--- src/flash_seq_defines.svh ---
// constants shared by both ends of the bulk factory programming link
`ifndef FLASH_SEQ_DEFINES_SVH
`define FLASH_SEQ_DEFINES_SVH

`define ADDR_W            23
`define DATA_W            16
`define BLK_LSB           16
`define BUF_WORDS         32
`define BUF_IDX_W         5
`define ERASED_WORD       16'hFFFF

// ****************************************
// command codes (arbitrary values)
// ****************************************
`define CMD_BULK_SETUP    16'h0080
`define CMD_BULK_CONFIRM  16'h00D0
`define CMD_READ_ARRAY    16'h00FF
`define CMD_READ_STATUS   16'h0070
`define CMD_READ_ID       16'h0090
`define CMD_QUERY         16'h0098
`define CMD_CLEAR_STATUS  16'h0050
`define CMD_SUSPEND       16'h00B0
`define CMD_RESUME        16'h00D0

// ****************************************
// status bit positions
// ****************************************
`define ST_READY          7
`define ST_PROG_ERR       4
`define ST_VOLT_ERR       3
`define ST_SUSP           2
`define ST_LOCK_ERR       1
`define ST_BUF_BUSY       0

// ****************************************
// timing
// ****************************************
`define CLK_PERIOD_NS     20
`define SETUP_CHECK_NS    2000
`define PROG_BUFFER_NS    4000
`define SETUP_CHECK_CYC   ((`SETUP_CHECK_NS + `CLK_PERIOD_NS - 1) / `CLK_PERIOD_NS)
`define PROG_BUFFER_CYC   ((`PROG_BUFFER_NS + `CLK_PERIOD_NS - 1) / `CLK_PERIOD_NS)

`endif

--- src/flash_seq_pkg.sv ---
// types shared by both ends of the bulk factory programming link
package flash_seq_pkg;

  typedef enum logic [1:0] {
    MODE_STATUS,
    MODE_ARRAY,
    MODE_INFO
  } read_mode_t;

  typedef enum logic [2:0] {
    D_IDLE,
    D_SETUP_CHECK,
    D_FILL,
    D_PROGRAM,
    D_SUSPENDED,
    D_EXIT
  } dev_state_t;

  typedef enum logic [2:0] {
    H_IDLE,
    H_SETUP,
    H_CONFIRM,
    H_POLL,
    H_WAIT,
    H_FILL,
    H_EXIT,
    H_DONE
  } host_state_t;

endpackage

--- src/flash_bus_if.sv ---
// parallel memory bus between the programming host and the flash sequencer
`timescale 1ns/1ps
`include "flash_seq_defines.svh"

interface flash_bus_if;
  logic                 chip_sel_n;
  logic                 wr_stb;
  logic                 rd_stb;
  logic                 hw_reset_n;
  logic [`ADDR_W-1:0]   addr;
  logic [`DATA_W-1:0]   wdata;
  logic [`DATA_W-1:0]   rdata;
  logic                 rvalid;

  modport device (
    input  chip_sel_n,
    input  wr_stb,
    input  rd_stb,
    input  hw_reset_n,
    input  addr,
    input  wdata,
    output rdata,
    output rvalid
  );

  modport host (
    output chip_sel_n,
    output wr_stb,
    output rd_stb,
    output hw_reset_n,
    output addr,
    output wdata,
    input  rdata,
    input  rvalid
  );
endinterface

--- src/bulk_factory_program_sequencer.sv ---
// flash-side command sequencer for bulk factory programming with program suspend
`timescale 1ns/1ps
`include "flash_seq_defines.svh"

// Contract
// confirm accepted clears ready, state machine busy
// setup error sets program, lock, voltage errors
// reads return status; read-status write is data
// host checks ready and buffer busy after setup
// fixed 32-word loads from buffer offset zero
// program only full buffer; host pads ones
// foreign block address mid-fill exits, discards
// unaligned start address aborts with program error
// host first-word address low five bits zero
// host holds first-word address until exit
// buffers go to consecutive array locations
// internal address wraps within the block
// buffer busy clears when data reaches array
// stray writes ignored while programming
// all-ones write to other block exits
// exit sets ready, keeps read mode
// one block per run, not suspendable
// host unlocks block before setup; bulk_program_host sends no unlock and leaves it to the caller
// suspend halts, status reads, ready and suspended
// suspended accepts only reads, query, resume
// program under erase suspend is suspendable
// chip select standby, hardware reset resets
// resume restarts and clears ready, suspended
// setup and program times are parameters
module bulk_factory_program_sequencer
  import flash_seq_pkg::*;
(
  input  wire logic                clk,
  input  wire logic                rst,
  flash_bus_if.device              bus,
  input  wire logic                block_locked,
  input  wire logic                vpp_ok,
  input  wire logic                erase_suspended,
  input  wire logic [`DATA_W-1:0]  array_rdata,
  output logic                     array_we,
  output logic [`ADDR_W-1:0]       array_addr,
  output logic [`DATA_W-1:0]       array_wdata,
  output logic [7:0]               status,
  output logic                     standby
);

  localparam logic [7:0] SETUP_CYC = 8'(`SETUP_CHECK_CYC);
  localparam logic [7:0] PROG_CYC  = 8'(`PROG_BUFFER_CYC);

  // ****************************************
  // state
  // ****************************************
  dev_state_t              state_reg;
  read_mode_t              mode_reg;
  read_mode_t              saved_mode_reg;
  logic                    setup_pend_reg;
  logic                    first_reg;
  logic [7:0]              cnt_reg;
  logic [`BUF_IDX_W-1:0]   idx_reg;
  logic [`ADDR_W-1:0]      blk_addr_reg;
  logic [`ADDR_W-1:0]      wr_addr_reg;
  logic                    ready_reg;
  logic                    busy_reg;
  logic                    susp_reg;
  logic                    perr_reg;
  logic                    verr_reg;
  logic                    lerr_reg;
  logic [`DATA_W-1:0]      buf_mem [`BUF_WORDS];
  logic [`DATA_W-1:0]      rdata_reg;
  logic                    rvalid_reg;

  // ****************************************
  // decode
  // ****************************************
  function automatic logic [`ADDR_W-1:0] next_addr(input logic [`ADDR_W-1:0] a);
    // the in-block offset rolls over, the block bits stay put
    next_addr = {a[`ADDR_W-1:`BLK_LSB], a[`BLK_LSB-1:0] + 1'b1};
  endfunction

  wire dev_rst    = rst | ~bus.hw_reset_n;
  wire wr         = bus.wr_stb & ~bus.chip_sel_n;
  wire rd         = bus.rd_stb & ~bus.chip_sel_n;
  wire cmd_setup  = bus.wdata == `CMD_BULK_SETUP;
  wire cmd_conf   = bus.wdata == `CMD_BULK_CONFIRM;
  wire cmd_rarray = bus.wdata == `CMD_READ_ARRAY;
  wire cmd_rstat  = bus.wdata == `CMD_READ_STATUS;
  wire cmd_info   = (bus.wdata == `CMD_READ_ID) | (bus.wdata == `CMD_QUERY);
  wire cmd_clear  = bus.wdata == `CMD_CLEAR_STATUS;
  wire cmd_susp   = bus.wdata == `CMD_SUSPEND;
  wire cmd_resume = bus.wdata == `CMD_RESUME;
  wire same_blk   = bus.addr[`ADDR_W-1:`BLK_LSB] == blk_addr_reg[`ADDR_W-1:`BLK_LSB];
  wire aligned    = bus.addr[`BUF_IDX_W-1:0] == '0;
  wire setup_bad  = block_locked | ~vpp_ok;
  wire fill_last  = idx_reg == 5'(`BUF_WORDS - 1);
  wire prog_word  = cnt_reg < 8'(`BUF_WORDS);
  wire prog_end   = cnt_reg == PROG_CYC - 8'h01;
  wire susp_ok    = erase_suspended; // see R17
  wire [7:0] status_w;

  assign status_w = {ready_reg, 2'b00, perr_reg, verr_reg, susp_reg, lerr_reg, busy_reg};

  // ****************************************
  // sequencer
  // ****************************************
  always_ff @(posedge clk) begin
    array_we <= 1'b0;
    if (dev_rst) begin
      state_reg      <= D_IDLE;
      mode_reg       <= MODE_ARRAY;
      saved_mode_reg <= MODE_ARRAY;
      setup_pend_reg <= 1'b0;
      first_reg      <= 1'b0;
      cnt_reg        <= 8'h00;
      idx_reg        <= '0;
      blk_addr_reg   <= '0;
      wr_addr_reg    <= '0;
      ready_reg      <= 1'b1;
      busy_reg       <= 1'b0;
      susp_reg       <= 1'b0;
      perr_reg       <= 1'b0;
      verr_reg       <= 1'b0;
      lerr_reg       <= 1'b0;
      array_addr     <= '0;
      array_wdata    <= '0;
    end else begin
      unique case (state_reg)
        D_IDLE: begin
          if (wr) begin
            setup_pend_reg <= cmd_setup;
            if (setup_pend_reg && cmd_conf) begin
              ready_reg      <= 1'b0;
              busy_reg       <= 1'b1;
              saved_mode_reg <= mode_reg;
              mode_reg       <= MODE_STATUS;
              blk_addr_reg   <= bus.addr;
              cnt_reg        <= SETUP_CYC - 8'h01;
              state_reg      <= D_SETUP_CHECK;
            end else if (cmd_rarray) begin
              mode_reg <= MODE_ARRAY;
            end else if (cmd_rstat || cmd_setup) begin
              mode_reg <= MODE_STATUS;
            end else if (cmd_info) begin
              mode_reg <= MODE_INFO;
            end else if (cmd_clear) begin
              perr_reg <= 1'b0;
              verr_reg <= 1'b0;
              lerr_reg <= 1'b0;
            end
          end
        end
        D_SETUP_CHECK: begin
          cnt_reg <= cnt_reg - 8'h01;
          if (cnt_reg == 8'h00) begin
            busy_reg <= 1'b0;
            if (setup_bad) begin
              perr_reg  <= 1'b1;
              lerr_reg  <= block_locked;
              verr_reg  <= ~vpp_ok;
              ready_reg <= 1'b1;
              state_reg <= D_IDLE;
            end else begin
              first_reg <= 1'b1;
              idx_reg   <= '0;
              state_reg <= D_FILL;
            end
          end
        end
        D_FILL: begin
          if (wr) begin
            if (!same_blk) begin
              state_reg <= D_EXIT; // see R07
            end else if (first_reg && !aligned) begin
              perr_reg  <= 1'b1;
              ready_reg <= 1'b1;
              state_reg <= D_IDLE;
            end else begin
              buf_mem[idx_reg] <= bus.wdata; // see R03
              idx_reg          <= idx_reg + 1'b1;
              first_reg        <= 1'b0;
              if (first_reg) begin
                wr_addr_reg <= bus.addr;
              end
              if (fill_last) begin
                busy_reg  <= 1'b1; // see R06
                cnt_reg   <= 8'h00;
                state_reg <= D_PROGRAM;
              end
            end
          end
        end
        D_PROGRAM: begin
          // other writes are dropped here
          if (wr && cmd_susp && susp_ok) begin // see R14
            ready_reg <= 1'b1;
            susp_reg  <= 1'b1;
            state_reg <= D_SUSPENDED;
          end else begin
            cnt_reg <= cnt_reg + 8'h01;
            if (prog_word) begin
              array_we    <= 1'b1;
              array_addr  <= wr_addr_reg;
              array_wdata <= buf_mem[cnt_reg[`BUF_IDX_W-1:0]];
              wr_addr_reg <= next_addr(wr_addr_reg);
            end
            if (prog_end) begin
              busy_reg  <= 1'b0;
              idx_reg   <= '0;
              state_reg <= D_FILL;
            end
          end
        end
        D_SUSPENDED: begin
          if (wr) begin
            if (cmd_resume) begin
              ready_reg <= 1'b0;
              susp_reg  <= 1'b0;
              mode_reg  <= MODE_STATUS;
              state_reg <= D_PROGRAM;
            end else if (cmd_rarray) begin
              mode_reg <= MODE_ARRAY;
            end else if (cmd_rstat) begin
              mode_reg <= MODE_STATUS;
            end else if (cmd_info) begin
              mode_reg <= MODE_INFO;
            end
          end
        end
        D_EXIT: begin
          ready_reg <= 1'b1;
          busy_reg  <= 1'b0;
          mode_reg  <= saved_mode_reg;
          state_reg <= D_IDLE;
        end
        default: begin
          state_reg <= D_IDLE;
        end
      endcase
    end
  end

  // ****************************************
  // read port
  // ****************************************
  wire [`DATA_W-1:0] rd_mux = (mode_reg == MODE_ARRAY)  ? array_rdata :
                              (mode_reg == MODE_STATUS) ? {8'h00, status_w} : '0;

  always_ff @(posedge clk) begin
    if (dev_rst) begin
      rdata_reg  <= '0;
      rvalid_reg <= 1'b0;
      status     <= 8'h80;
      standby    <= 1'b0;
    end else begin
      rvalid_reg <= rd;
      if (rd) begin
        rdata_reg <= rd_mux;
      end
      status  <= status_w;
      standby <= bus.chip_sel_n;
    end
  end

  assign bus.rdata  = rdata_reg;
  assign bus.rvalid = rvalid_reg;

endmodule

--- src/flat_wrapper.sv ---
// flat-port wrapper written by rule: the top's interface ports become plain ports
module bulk_factory_program_sequencer_flat import flash_seq_pkg::*;
  (clk, rst, block_locked, vpp_ok, erase_suspended, array_rdata, array_we, array_addr, array_wdata, status, standby, bus_chip_sel_n, bus_wr_stb, bus_rd_stb, bus_hw_reset_n, bus_addr, bus_wdata, bus_rdata, bus_rvalid);
  flash_bus_if bus_i ();
  input  wire logic clk;
  input  wire logic rst;
  input  wire logic block_locked;
  input  wire logic vpp_ok;
  input  wire logic erase_suspended;
  input  wire logic [`DATA_W-1:0] array_rdata;
  output logic array_we;
  output logic [`ADDR_W-1:0] array_addr;
  output logic [`DATA_W-1:0] array_wdata;
  output logic [7:0] status;
  output logic standby;
  input wire logic [$bits(bus_i.chip_sel_n)-1:0] bus_chip_sel_n;
  input wire logic [$bits(bus_i.wr_stb)-1:0] bus_wr_stb;
  input wire logic [$bits(bus_i.rd_stb)-1:0] bus_rd_stb;
  input wire logic [$bits(bus_i.hw_reset_n)-1:0] bus_hw_reset_n;
  input wire logic [$bits(bus_i.addr)-1:0] bus_addr;
  input wire logic [$bits(bus_i.wdata)-1:0] bus_wdata;
  output wire logic [$bits(bus_i.rdata)-1:0] bus_rdata;
  output wire logic [$bits(bus_i.rvalid)-1:0] bus_rvalid;
  assign bus_i.chip_sel_n = bus_chip_sel_n;
  assign bus_i.wr_stb = bus_wr_stb;
  assign bus_i.rd_stb = bus_rd_stb;
  assign bus_i.hw_reset_n = bus_hw_reset_n;
  assign bus_i.addr = bus_addr;
  assign bus_i.wdata = bus_wdata;
  assign bus_rdata = bus_i.rdata;
  assign bus_rvalid = bus_i.rvalid;
  bulk_factory_program_sequencer u_core (.clk(clk), .rst(rst), .bus(bus_i), .block_locked(block_locked), .vpp_ok(vpp_ok), .erase_suspended(erase_suspended), .array_rdata(array_rdata), .array_we(array_we), .array_addr(array_addr), .array_wdata(array_wdata), .status(status), .standby(standby));
endmodule
--- config.mk ---
export PLATFORM = sky130hd
export DESIGN_NAME = bulk_factory_program_sequencer_flat
export DESIGN_NICKNAME = d
export VERILOG_FILES = /design/src/flash_seq_pkg.sv /design/src/flash_bus_if.sv /design/src/bulk_factory_program_sequencer.sv /design/src/flat_wrapper.sv
export VERILOG_INCLUDE_DIRS = /design/src
export SDC_FILE = /design/constraint.sdc
export NUM_CORES = 1
export LEC_CHECK = 0
export BUFFER_PORTS_ARGS = -buffer_cell sky130_fd_sc_hd__clkbuf_2
export CAP_MARGIN = 10
export CORE_AREA = 2 2 255 257
export CTS_CLUSTER_SIZE = 12
export DETAILED_ROUTE_END_ITERATION = 6
export DIE_AREA = 0 0 257 259
export MAX_ROUTING_LAYER = met4
export PLACE_DENSITY_LB_ADDON = 0.15
export SLEW_MARGIN = 20
export SYNTH_ARGS = -nofsm -noshare
export SYNTH_HDL_FRONTEND = slang
export SYNTH_SLANG_ARGS = --single-unit
--- constraint.sdc ---
create_clock -name clk -period 8.2 [get_ports clk]
set_input_delay 2.05 -clock clk [delete_from_list [all_inputs] [get_ports clk]]
set_output_delay 2.05 -clock clk [all_outputs]
set_load 0.1 [all_outputs]
* Yosys cells after proc, flatten, opt, wreduce, memory -nomap -nowiden *
Memory sizes are Yosys's and may differ from the RTL's. A register that Yosys moved wholly into a read port is not among the register bits.
Cells that the tools add are included.

cells by class
  add/subtract/negate cells = 4
  order comparisons = 1
  equal/unequal tests = 41
  mux-type cells = 96
  bitwise logic cells = 11
  reduce and logical (&&, ||, !) cells = 36

operators with widths
  operator                                                                  count
  23-bit 2-to-1 mux                                                         5
  16-bit by 8-bit equality test with 1-bit output (second input constant)   6
  8-bit 2-to-1 mux                                                          8
  23-bit case mux with 2 select lines                                       1
  1-bit 2-to-1 mux                                                          41
  5-bit 2-to-1 mux                                                          7
  3-bit 2-to-1 mux                                                          11
  16-bit by 7-bit equality test with 1-bit output (second input constant)   2
  16-bit 2-to-1 mux                                                         2
  8-bit case mux with 4 select lines                                        1
  2-bit by 1-bit inequality test with 1-bit output (second input constant)  15
  8-bit AND reduction                                                       3
  2-bit 2-to-1 mux                                                          10
  16-bit by 1-bit adder with 16-bit output (second input constant)          1
  3-bit case mux with 5 select lines                                        1
  5-bit case mux with 3 select lines                                        1
  2-bit inequality test (second input constant)                             7
  12-bit AND reduction                                                      1
  6-bit AND reduction                                                       2
  11-bit AND reduction                                                      1
  10-bit AND reduction                                                      1
  3-bit AND reduction                                                       3
  9-bit AND reduction                                                       1
  3-bit nonzero test                                                        3
  36 further kinds                                                          55

word-level totals
  bits in registers = 124
  RAM bits = 512
  input bits = 64
  output and inout bits = 66
  memories kept = 1

memory list
  name            depth  width  read ports  clocked after Yosys merged registers in  wr ports  RTL line                              source
  u_core.buf_mem  32     16     1           1                                        1         bulk_factory_program_sequencer.sv:68  logic [`DATA_W-1:0] buf_mem [`BUF_WORDS];

* Longest topological paths before layout *
Gate-level depths: netlist (run 1).

  word-level depth = 9
  mapped depth = 11
  mapped depth without buffers = 9

* Worst setup path before layout (run 1) *
Ideal clock, no wire load.

  path kind = input-to-reg
  start = in bus_addr[20]
  end = mem u_core.buf_mem[15][0] in the netlist's numbering (enable)
  library setup time = 0.388 ns
  arrival = 3.919 ns
  data required time = 7.812 ns
  path slack = 3.893 ns
  cell stages on the path = 6
  buffers on the path = 0
  path through = xor2_1 -> nor4_4 -> and3_1 -> and4_1 -> nand2_1 -> nor2_1

between the ends
  word-level cells in the longest chain between the ends = 6

RTL lines
  item                                    RTL line                               source
  from (decl)                             flat_wrapper.sv:20                     input wire logic [$bits(bus_i.addr)-1:0] bus_addr;
  7-bit equality test                     bulk_factory_program_sequencer.sv:91   wire same_blk = bus.addr[`ADDR_W-1:`BLK_LSB] == blk_addr_reg[`ADDR_W-1:`BLK_LSB];
  1-bit 2-to-1 mux                        bulk_factory_program_sequencer.sv:170  if (!same_blk) begin
  1-bit 2-to-1 mux                        bulk_factory_program_sequencer.sv:169  if (wr) begin
  1-bit 2-to-1 mux                        bulk_factory_program_sequencer.sv:126  unique case (state_reg)
  1-bit 2-to-1 mux                        bulk_factory_program_sequencer.sv:107  if (dev_rst) begin
  1-bit 2-to-1 mux (implied by the code)  bulk_factory_program_sequencer.sv:177  buf_mem[idx_reg] <= bus.wdata;
  to (decl)                               bulk_factory_program_sequencer.sv:68

Every way passes these cells.

* Worst setup path after layout (run 1) *
  start = in bus_wdata[13]
  end = reg u_core.array_wdata[11] (read register of u_core.buf_mem)

between the ends
  word-level cells in the longest chain between the ends = 5

RTL lines
  item                                                              RTL line                               source
  from (decl)                                                       flat_wrapper.sv:21                     input wire logic [$bits(bus_i.wdata)-1:0] bus_wdata;
  16-bit by 8-bit equality test with 1-bit output (no source line)  -
  1-bit logical AND (2 in series)                                   bulk_factory_program_sequencer.sv:193  if (wr && cmd_susp && susp_ok) begin
  1-bit inverter (no source line)                                   -
  3-bit AND reduction (no source line)                              -
  to (decl)                                                         bulk_factory_program_sequencer.sv:42   output logic [`DATA_W-1:0] array_wdata,

Every way passes these cells.
A chain may end at the register's enable or synchronous reset.

==> impl_metrics.tcl, run 1 <==
set metrics [dict create \
    run_status "complete, but fails checks" \
    violations "design-rule violations" \
    synthTopCellsByCount "edfxtp_1 (512), mux4_2 (144), dfxtp_1 (122), nand2_1 (122), nor2_1 (97)" \
    final_area_um2 29150 \
    yosysMostFrequentCell "edfxtp_1" \
    grt-ovfl-total 0 \
    finalCritPeriodShare 0.6045 \
    crit_required_ps 8650 \
    fin_nets 1743 \
    die-height_um 259 \
    tns_ps 0 \
    synth_top_area_frac 0.6095 \
    grt_max_degree 97 \
    slew_headroom 0.2659 \
    synth-async-reset-ratio 0 \
    hold_buffers 0 \
    drt-total-wl_um 64670 \
    ir_drop_mv 0.1664 \
    cts_sinks 634 \
    clock.fmax_mhz 201.7 \
    htreeDepth 3 \
    rsz0062_at_grt "false" \
    ys.flop_type "edfxtp_1" \
    die_w_um 257 \
    multi_input_area_um2 7111 \
    worstSkewPairLatency_ps 600 \
    cp_max_fo 33 \
    grt_antenna_before_repair 4 \
    setup_violations 0 \
    crit_buf_inv 2 \
    portBuffers 127 \
    dieArea_um2 66560 \
    worstPathCellList "clkbuf_2, nor4_1, nand4b_1, o21ai_4, buf_4, nor4_1, a21oi_1, nor2_1" \
    coreArea_um2 63880 \
    ys_ff_latch 634 \
    via_per_inst 5.567 \
    place_area_um2 26960 \
    leakagePower_uw 0.009196 \
    hpwl_um 38700 \
    critPathMaxStageDelay_ps 1010 \
    fp-row-count 93 \
    ys_warn_count 0 \
    grt_usage 0.2022 \
    yosys.area.top_type "edfxtp_1" \
    drive_gt1_frac 0.2583 \
    cts_buffer_depth 3 \
    drt_iter0_markers 1374 \
    cts_setup_buffers 0 \
    vias 14336 \
    start_util 0.3949 \
    ant_nets 0 \
    nFillCells 5568 \
    area_growth_pct 15.56 \
    tightest_slew_ps 1098 \
    clk_pin_slew_ps 60 \
    firstDrtPassIters 7 \
    final_hold_viol_count 0 \
    gp_congestion 0.8127 \
    drv_slew 0 \
    cp.arrival_ps 5410 \
    final_util 0.4563 \
    powerDensity_nw_per_um2 226.1 \
    start_kind "input port" \
    grt_pass1_wl_um 96210 \
    period_needed_ps 4957 \
    ios 130 \
    yosys-top-cells-area "edfxtp_1 (61%), mux4_2 (13%), dfxtp_1 (9.7%)" \
    drt-wirelength-per-cell_um 25.11 \
    synth_edf_count 512 \
    fin_skew_ps 22.71 \
    cts_resized 0 \
    syn_inst 1516 \
    cts_root_buffer "clkbuf_16" \
    path_delay_family "simple AND/OR/NAND/NOR gates" \
    total_power_uw 6591 \
    cp-end-kind "register" \
    cts_tree "yes" \
    syn_area_um2 25230 \
    seqCellArea_um2 17820 \
    yosysSeqAreaShare 0.7063 \
    slowest_stage "nor4_1" \
    drv_cap 0 \
    numCtsBuffers 70 \
    largest_reg_flops 512 \
    avgSynthCellArea_um2 16.64 \
    drc 2 \
    synth_cell_type_count 73 \
    crit_top_cell "nor4_1" \
    criticalPathCategory "input port to register" \
    hold_class "register to register" \
    grt_pass1_vias 14355 \
]
[final timing paths]
path	startpoint	to	slack (ps)	cells after the start
worst min register to register	u_core.array_addr[12]	u_core.array_addr[12]	450	2
worst max-delay path	bus_wdata[13]	u_core.array_wdata[11]	3240	8
worst min-delay path	u_core.array_addr[12]	u_core.array_addr[12]	450	2
worst max register to register	u_core.state_reg[0]	u_core.wr_addr_reg[8]	4340	6
[per-layer routing]
| layer | up-vias | global-route usage | part of all wire |
|---|---|---|---|
| li1 | 6346 | - | - |
| met1 | 7439 | 0.2832 | 0.45 |
| met2 | 458 | 0.3079 | 0.47 |
| met3 | 93 | 0.03378 | 0.056 |
| met4 | 0 | 0.05378 | 0.022 |
| met5 | - | - | 0 |
[placed cells by master (no fill, tap or decap), types with 18 or more instances in the layout]
cell type,n
dfxtp_1,120
nand3_1,26
clkbuf_2,128
nor2_1,81
clkbuf_1,24
mux2i_1,24
mux4_2,144
o22ai_1,37
buf_4,38
o21ai_0,21
edfxtp_1,512
nand2_1,122
a21oi_1,72
clkbuf_16,71
o211ai_1,18
[power breakdown]
part | total, uW | switching [uW] | leakage, uW | internal, uW
logic | 126 | 102 | 0.00256 | 23.9
clock network | 2990 | 1240 | 0.00105 | 1750
registers | 3470 | 0.939 | 0.00558 | 3470
[area by class of cell]
| type | instances | area share |
|---|---|---|
| sequential | 634 | 0.6114 |
| multi-input combinational | 783 | 0.2439 |
| clock buffer | 102 | 0.06704 |
| tap | 855 | 0.03670 |
| timing repair buffer | 166 | 0.03228 |
| clock inverter | 23 | 0.007125 |
| inverter | 11 | 0.001416 |
| antenna | 1 | 0.00008584 |
[cells by family (layout without fill, tap and decap cells)]
| family | count (synthesis) | in the layout | share of synthesized area |
|---|---|---|---|
| DFF | 634 | 634 | 0.7063 |
| and+or+nand+nor | 355 | 355 | 0.06780 |
| AOI/OAI and AO/OA | 230 | 230 | 0.05868 |
| muxes | 172 | 172 | 0.1399 |
| buffers and inverters | 100 | 302 | 0.01666 |
| adders and majority gates | 13 | 13 | 0.006745 |
| xor gates and xnor gates | 11 | 11 | 0.003819 |
| other | 1 | 3 | 0.0001487 |
[metrics by stage]
step	worst slack, ps	hold slack, ps	cells
global placement	2774	442.5	2449
finish	3243	452.2	2575
global route	3059	469.6	2574
CTS	3338	455.4	2574
detailed placement	2702	447.4	2449
floorplan	3893	416.3	1517
[worst min-delay path, cell delays in order, from the launching register on]
cell     delay (ps)
dfxtp_1         300
nand2_1          50
a21oi_1          50
Note: power is estimated with default switching activity, not from simulation.
==> run 2, diff against run 1 <==
==> constraint.sdc (replaced) <==
create_clock -name clk -period 4.7 [get_ports clk]
set_input_delay 1.175 -clock clk [delete_from_list [all_inputs] [get_ports clk]]
set_output_delay 1.175 -clock clk [all_outputs]
set_load 0.1 [all_outputs]
==> impl_metrics.tcl, run 2 (synthesized netlist as in run 1, its figures left out) <==
set metrics [dict create \
    multi_input_area_um2 7087 \
    tightest_slew_ps 994.4 \
    area_growth_pct 16.80 \
    die-height_um 259 \
    largest_reg_flops 512 \
    grt_pass1_wl_um 97030 \
    cts_tree "yes" \
    die_w_um 257 \
    worstSkewPairLatency_ps 620 \
    grt_max_degree 69 \
    drt-wirelength-per-cell_um 25.09 \
    firstDrtPassIters 7 \
    drv_slew 0 \
    clock.fmax_mhz 289.1 \
    hold_end "u_core.bus.rdata[7]" \
    portBuffers 127 \
    ant_nets 0 \
    cp.arrival_ps 3930 \
    seqCellArea_um2 17820 \
    final_hold_viol_count 0 \
    most-common-layout-cells "edfxtp_1 (512), mux4_2 (144), clkbuf_2 (127)" \
    start_kind "register" \
    drt_iter0_markers 1467 \
    cts_sinks 634 \
    hold_buffers 0 \
    run_status "finished, final reports clean" \
    cts_setup_buffers 0 \
    leakagePower_uw 0.009411 \
    coreArea_um2 63880 \
    p_switching_uw 2382 \
    fin_skew_ps 23.54 \
    vias 14426 \
    intPower_uw 9077 \
    power_frac_seq 0.529 \
    start_util 0.3949 \
    reg2reg_to "u_core.cnt_reg[6]" \
    drt-total-wl_um 65560 \
    finalCritPeriodShare 0.7360 \
    reg2reg_from "u_core.state_reg[0]" \
    setup_violations 0 \
    min_from "u_core.ready_reg" \
    cts_root_buffer "clkbuf_16" \
    timing.final.ws_setup_ps 1241 \
    dieArea_um2 66560 \
    p_sw_frac 0.2079 \
    holdPathStages 2 \
    clock_power_share 0.451 \
    fin_nets 1784 \
    criticalPathCategory "register to register" \
    tns_ps 0 \
    hold_class "register to register" \
    ir_drop_mv 0.2552 \
    clk_pin_slew_ps 60 \
    drv_cap 0 \
    crit_required_ps 5170 \
    cts_resized 0 \
    cp-end-kind "register" \
    antenna-diode-count 0 \
    drive_gt1_frac 0.2765 \
    period_needed_ps 3459 \
    hpwl_um 41720 \
    hold_slack_ps 453.9 \
    layout_commonest_cell "edfxtp_1" \
    r2r_setup_slack_ps 1240 \
    htreeDepth 3 \
    numCtsBuffers 69 \
    pwr-share-comb 0.020 \
    slew_headroom 0.3357 \
    cp_max_fo 37 \
    drc 0 \
    reg2regPathDepth 11 \
    grt_pass1_vias 14525 \
    grt_usage 0.2052 \
    gp_congestion 0.8463 \
    dp_slack_ps 868.8 \
    grt-ovfl-total 0 \
    fp-row-count 93 \
    ios 130 \
    nFillCells 5533 \
    powerDensity_nw_per_um2 388.9 \
    via_per_inst 5.521 \
    cts_buffer_depth 3 \
    rsz0062_at_grt "false" \
    grt_antenna_before_repair 2 \
]
## run 2: cell types whose count changed in the layout (fill, tap and decap cells not counted), moves of 2 or more
cell,delta
buf_4,+39
nor2_2,+6
nor2_4,-6
buf_12,+3
clkbuf_1,-3
clkinv_8,+2
## run 2: stage by stage
stage            util  instances  cell area, um2  total power (uW)
3_5_place_dp   0.4274       2491           27300              6413
2_1_floorplan       -       1517           25230              6257
4_1_cts        0.4610       2613           29450             11580
6_report       0.4612       2613           29460             11460
5_1_grt        0.4612       2613           29460             11830
3_3_place_gp   0.4274       2491           27300              6408
## run 2: power by group through the flow
stage	Combinational (uW)	Sequential [uW]	Clock (uW)
after CTS	235	6060	5290
after floorplan	50.0	6210	0
final	232	6060	5170
after detailed placement	234	6180	0
after global placement	229	6180	0
after global routing	250	6060	5520
## run 2: layout make-up
cell class	count	share of cell area
sequential	634	0.6050
clock inverter	25	0.007983
inverter	11	0.001401
clock buffer	97	0.06493
tap	855	0.03631
multi-input combinational	783	0.2405
timing repair buffer	208	0.04391
## run 2: per-layer routing
| metal | global-route usage | wire (um) |
|---|---|---|
| met1 | 0.2789 | 28940 |
| met2 | 0.3171 | 31420 |
| met3 | 0.03935 | 3708 |
| met4 | 0.05717 | 1491 |
| met5 | - | 0 |
## run 2: worst max-delay path, stage by stage, from the launching register on
cell	delay, ps
dfxtp_1	290
buf_4	200
nand3b_1	190
buf_4	410
clkinv_1	620
fa_1	670
nor2b_1	170
o31a_1	170
o21ai_0	120
a21o_1	200
a31oi_1	160
a211oi_1	90
## run 2: worst max-delay path by stage
stage,startpoint,to,slack [ps],depth (start not counted)
after floorplan,bus_addr[20],u_core.buf_mem[27][0],1270,6
after global placement,bus_wdata[15],u_core.lerr_reg,830,8
after detailed placement,bus_wdata[15],u_core.array_addr[2],870,8
after CTS,u_core.state_reg[0],u_core.cnt_reg[6],1240,11
after global routing,u_core.state_reg[0],u_core.cnt_reg[6],1000,11
final,u_core.state_reg[0],u_core.cnt_reg[6],1240,11
==> run 3, diff against run 2 <==
--- a/config.mk
+++ b/config.mk
@@ -6,12 +6,13 @@
 export SDC_FILE = /design/constraint.sdc
 export NUM_CORES = 1
 export LEC_CHECK = 0
+export ABC_AREA = 1
 export BUFFER_PORTS_ARGS = -buffer_cell sky130_fd_sc_hd__clkbuf_2
 export CAP_MARGIN = 10
-export CORE_AREA = 2 2 255 257
+export CORE_AREA = 2 2 261 263
 export CTS_CLUSTER_SIZE = 12
 export DETAILED_ROUTE_END_ITERATION = 6
-export DIE_AREA = 0 0 257 259
+export DIE_AREA = 0 0 263 265
 export MAX_ROUTING_LAYER = met4
 export PLACE_DENSITY_LB_ADDON = 0.15
 export SLEW_MARGIN = 20
==> constraint.sdc (replaced) <==
create_clock -name clk -period 3.4 [get_ports clk]
set_input_delay 0.85 -clock clk [delete_from_list [all_inputs] [get_ports clk]]
set_output_delay 0.85 -clock clk [all_outputs]
set_load 0.1 [all_outputs]
==> impl_metrics.tcl, run 3 <==
set metrics [dict create \
    yosys.area_share.simple 0.1812 \
    largest_reg_flops 512 \
    grt_antenna_before_repair 3 \
    total_power_uw 16060 \
    rsz0062_at_grt "false" \
    ys.flop_type "edfxtp_1" \
    cp-end-kind "register" \
    multi_input_area_um2 7691 \
    synth_cell_type_count 51 \
    hpwl_um 50850 \
    syn_inst 2514 \
    synth_top_area_frac 0.5803 \
    drt-wirelength-per-cell_um 22.74 \
    reg2reg_from "u_core.cnt_reg[0]" \
    avgSynthCellArea_um2 10.54 \
    seqCellArea_um2 17830 \
    drv_cap 0 \
    run_status "finished, final reports clean" \
    portBuffers 127 \
    fin_nets 2733 \
    drt_iter0_markers 1925 \
    cts_buffer_depth 3 \
    clock.fmax_mhz 375.2 \
    area_growth_pct 15.21 \
    most-common-layout-cells "nor2_1 (520), edfxtp_1 (512), nand2_1 (374)" \
    synth_edf_count 512 \
    start_util 0.3966 \
    clk_pin_slew_ps 60 \
    grt-ovfl-total 0 \
    ir_drop_mv 0.2808 \
    yosys.area.top_type "edfxtp_1" \
    vias 19130 \
    holdPathStages 2 \
    synth-async-reset-ratio 0 \
    hold_end "u_core.array_addr[18]" \
    firstDrtPassIters 7 \
    drive_gt1_frac 0.1297 \
    cts_resized 0 \
    die-height_um 265 \
    nFillCells 6285 \
    hold_class "register to register" \
    drc 0 \
    via_per_inst 5.344 \
    yosysMostFrequentCell "nor2_1" \
    ys_warn_count 0 \
    reg2regPathDepth 8 \
    dieArea_um2 69700 \
    ys_ff_latch 634 \
    tightest_slew_ps 999.1 \
    powerDensity_nw_per_um2 526.1 \
    grt_pass1_wl_um 120500 \
    synth_adder_area_share 0.006422 \
    syn_area_um2 26500 \
    tns_ps 0 \
    reg2reg_to "u_core.array_wdata[2]" \
    yosys-top-cells-area "edfxtp_1 (58%), dfxtp_1 (9.2%), nor2_1 (7.4%)" \
    gp_congestion 0.8585 \
    synthTopCellsByCount "nor2_1 (522), edfxtp_1 (512), nand2_1 (374)" \
    cp.arrival_ps 3190 \
    antenna-diode-count 0 \
    htreeDepth 3 \
    layout_commonest_cell "nor2_1" \
    period_needed_ps 2665 \
    cts_sinks 634 \
    cts_root_buffer "clkbuf_16" \
    ant_nets 0 \
    drt-total-wl_um 81400 \
    cp_max_fo 123 \
    setup_violations 0 \
    grt_pass1_vias 18710 \
    final_hold_viol_count 0 \
    synth_compound_area_frac 0.09879 \
    synth_top_family_by_area "simple AND/OR/NAND/NOR gates" \
    ios 130 \
    start_kind "register" \
    hold_buffers 0 \
    finalCritPeriodShare 0.7839 \
    cts_setup_buffers 0 \
    drv_slew 0 \
    synth-xor-area-share 0.002975 \
    worstSkewPairLatency_ps 610 \
    cts_tree "yes" \
    min_from "u_core.wr_addr_reg[18]" \
    coreArea_um2 66800 \
    crit_required_ps 3930 \
    grt_usage 0.2388 \
    yosysSeqAreaShare 0.6724 \
    fp-row-count 95 \
    leakagePower_uw 0.01087 \
    slew_headroom 0.3339 \
    r2r_setup_slack_ps 730 \
    grt_max_degree 162 \
    numCtsBuffers 70 \
    die_w_um 263 \
    fin_skew_ps 30.04 \
    synth_mux_area_frac 0 \
    criticalPathCategory "register to register" \
]
run 3: cell types whose count changed after synthesis, moves of 13 or more:
cell	before	now
nor2_1	97	522
nand2_1	122	374
o21ai_0	21	240
mux4_2	144	0
nand3_1	26	163
inv_1	10	90
o211ai_1	18	65
a21oi_1	72	110
o22ai_1	37	0
nand4_1	10	42
mux2i_1	24	0
buf_2	15	38
clkbuf_1	59	77
nand2b_1	13	0
run 3: critical path: stages (launching register included):
cell and delay [ps]:
dfxtp_4 400, inv_6 670, buf_12 300, nor2_1 60
o211ai_1 310, nand3_1 200, nand2_1 150, nand3_1 180
a21oi_1 200
run 3: through the flow:
step           std cells    util  worst slack (ps)  hold slack (ps)  cell area (um2)
6_report            3580  0.4570             734.6            461.1            30530
5_1_grt             3580  0.4570             578.8            481.1            30530
4_1_cts             3580  0.4570             738.3            461.0            30530
3_5_place_dp        3457  0.4242             157.3            450.8            28340
3_3_place_gp        3457  0.4242             213.9            449.1            28340
2_1_floorplan       2515       -             457.4            422.2            26500
run 3: area by class of cell:
cell class / count / area share
clock buffers: 99 / 0.06467
inverters: 104 / 0.01316
well taps: 873 / 0.03578
clock inverters: 24 / 0.007090
multi-input cells: 1637 / 0.2519
flip-flops and latches: 634 / 0.5839
repair buffers: 209 / 0.04344
run 3: how the worst max path moves through the flow:
stage / slack [ps] / end / from / cells after the start
2_1_floorplan: 460 / u_core.buf_mem[0][0] / bus_addr[1] / 7
3_3_place_gp: 210 / u_core.buf_mem[2][11] / bus_addr[1] / 9
3_5_place_dp: 160 / u_core.buf_mem[2][11] / bus_addr[1] / 9
4_1_cts: 740 / u_core.buf_mem[2][11] / u_core.state_reg[2] / 10
5_1_grt: 580 / u_core.array_addr[6] / u_core.state_reg[1] / 9
6_report: 730 / u_core.array_wdata[2] / u_core.cnt_reg[0] / 8
run 3: logic make-up after synthesis:
group | Yosys count
flip-flops | 634
AO/OA/AOI/OAI | 466
adder cells (fa/ha/maj) | 13
AND/OR/NAND/NOR | 1147
buffers and inverters | 244
other | 1
XOR/XNOR | 9
run 3: per-layer routing:
metal  GRT usage  share of wire  vias up
met5           -              0        -
met2      0.3815           0.47      683
met3     0.03205          0.069       92
met1      0.3228           0.44     9299
li1            -              -     9056
met4     0.06270          0.020        0
run 3: report_power, final:
| part | leakage, uW | total (uW) | switching (uW) | internal (uW) |
|---|---|---|---|---|
| Combinational | 0.00422 | 376 | 308 | 68.5 |
| Clock | 0.00107 | 7300 | 3030 | 4270 |
| Sequential | 0.00559 | 8380 | 2.76 | 8380 |
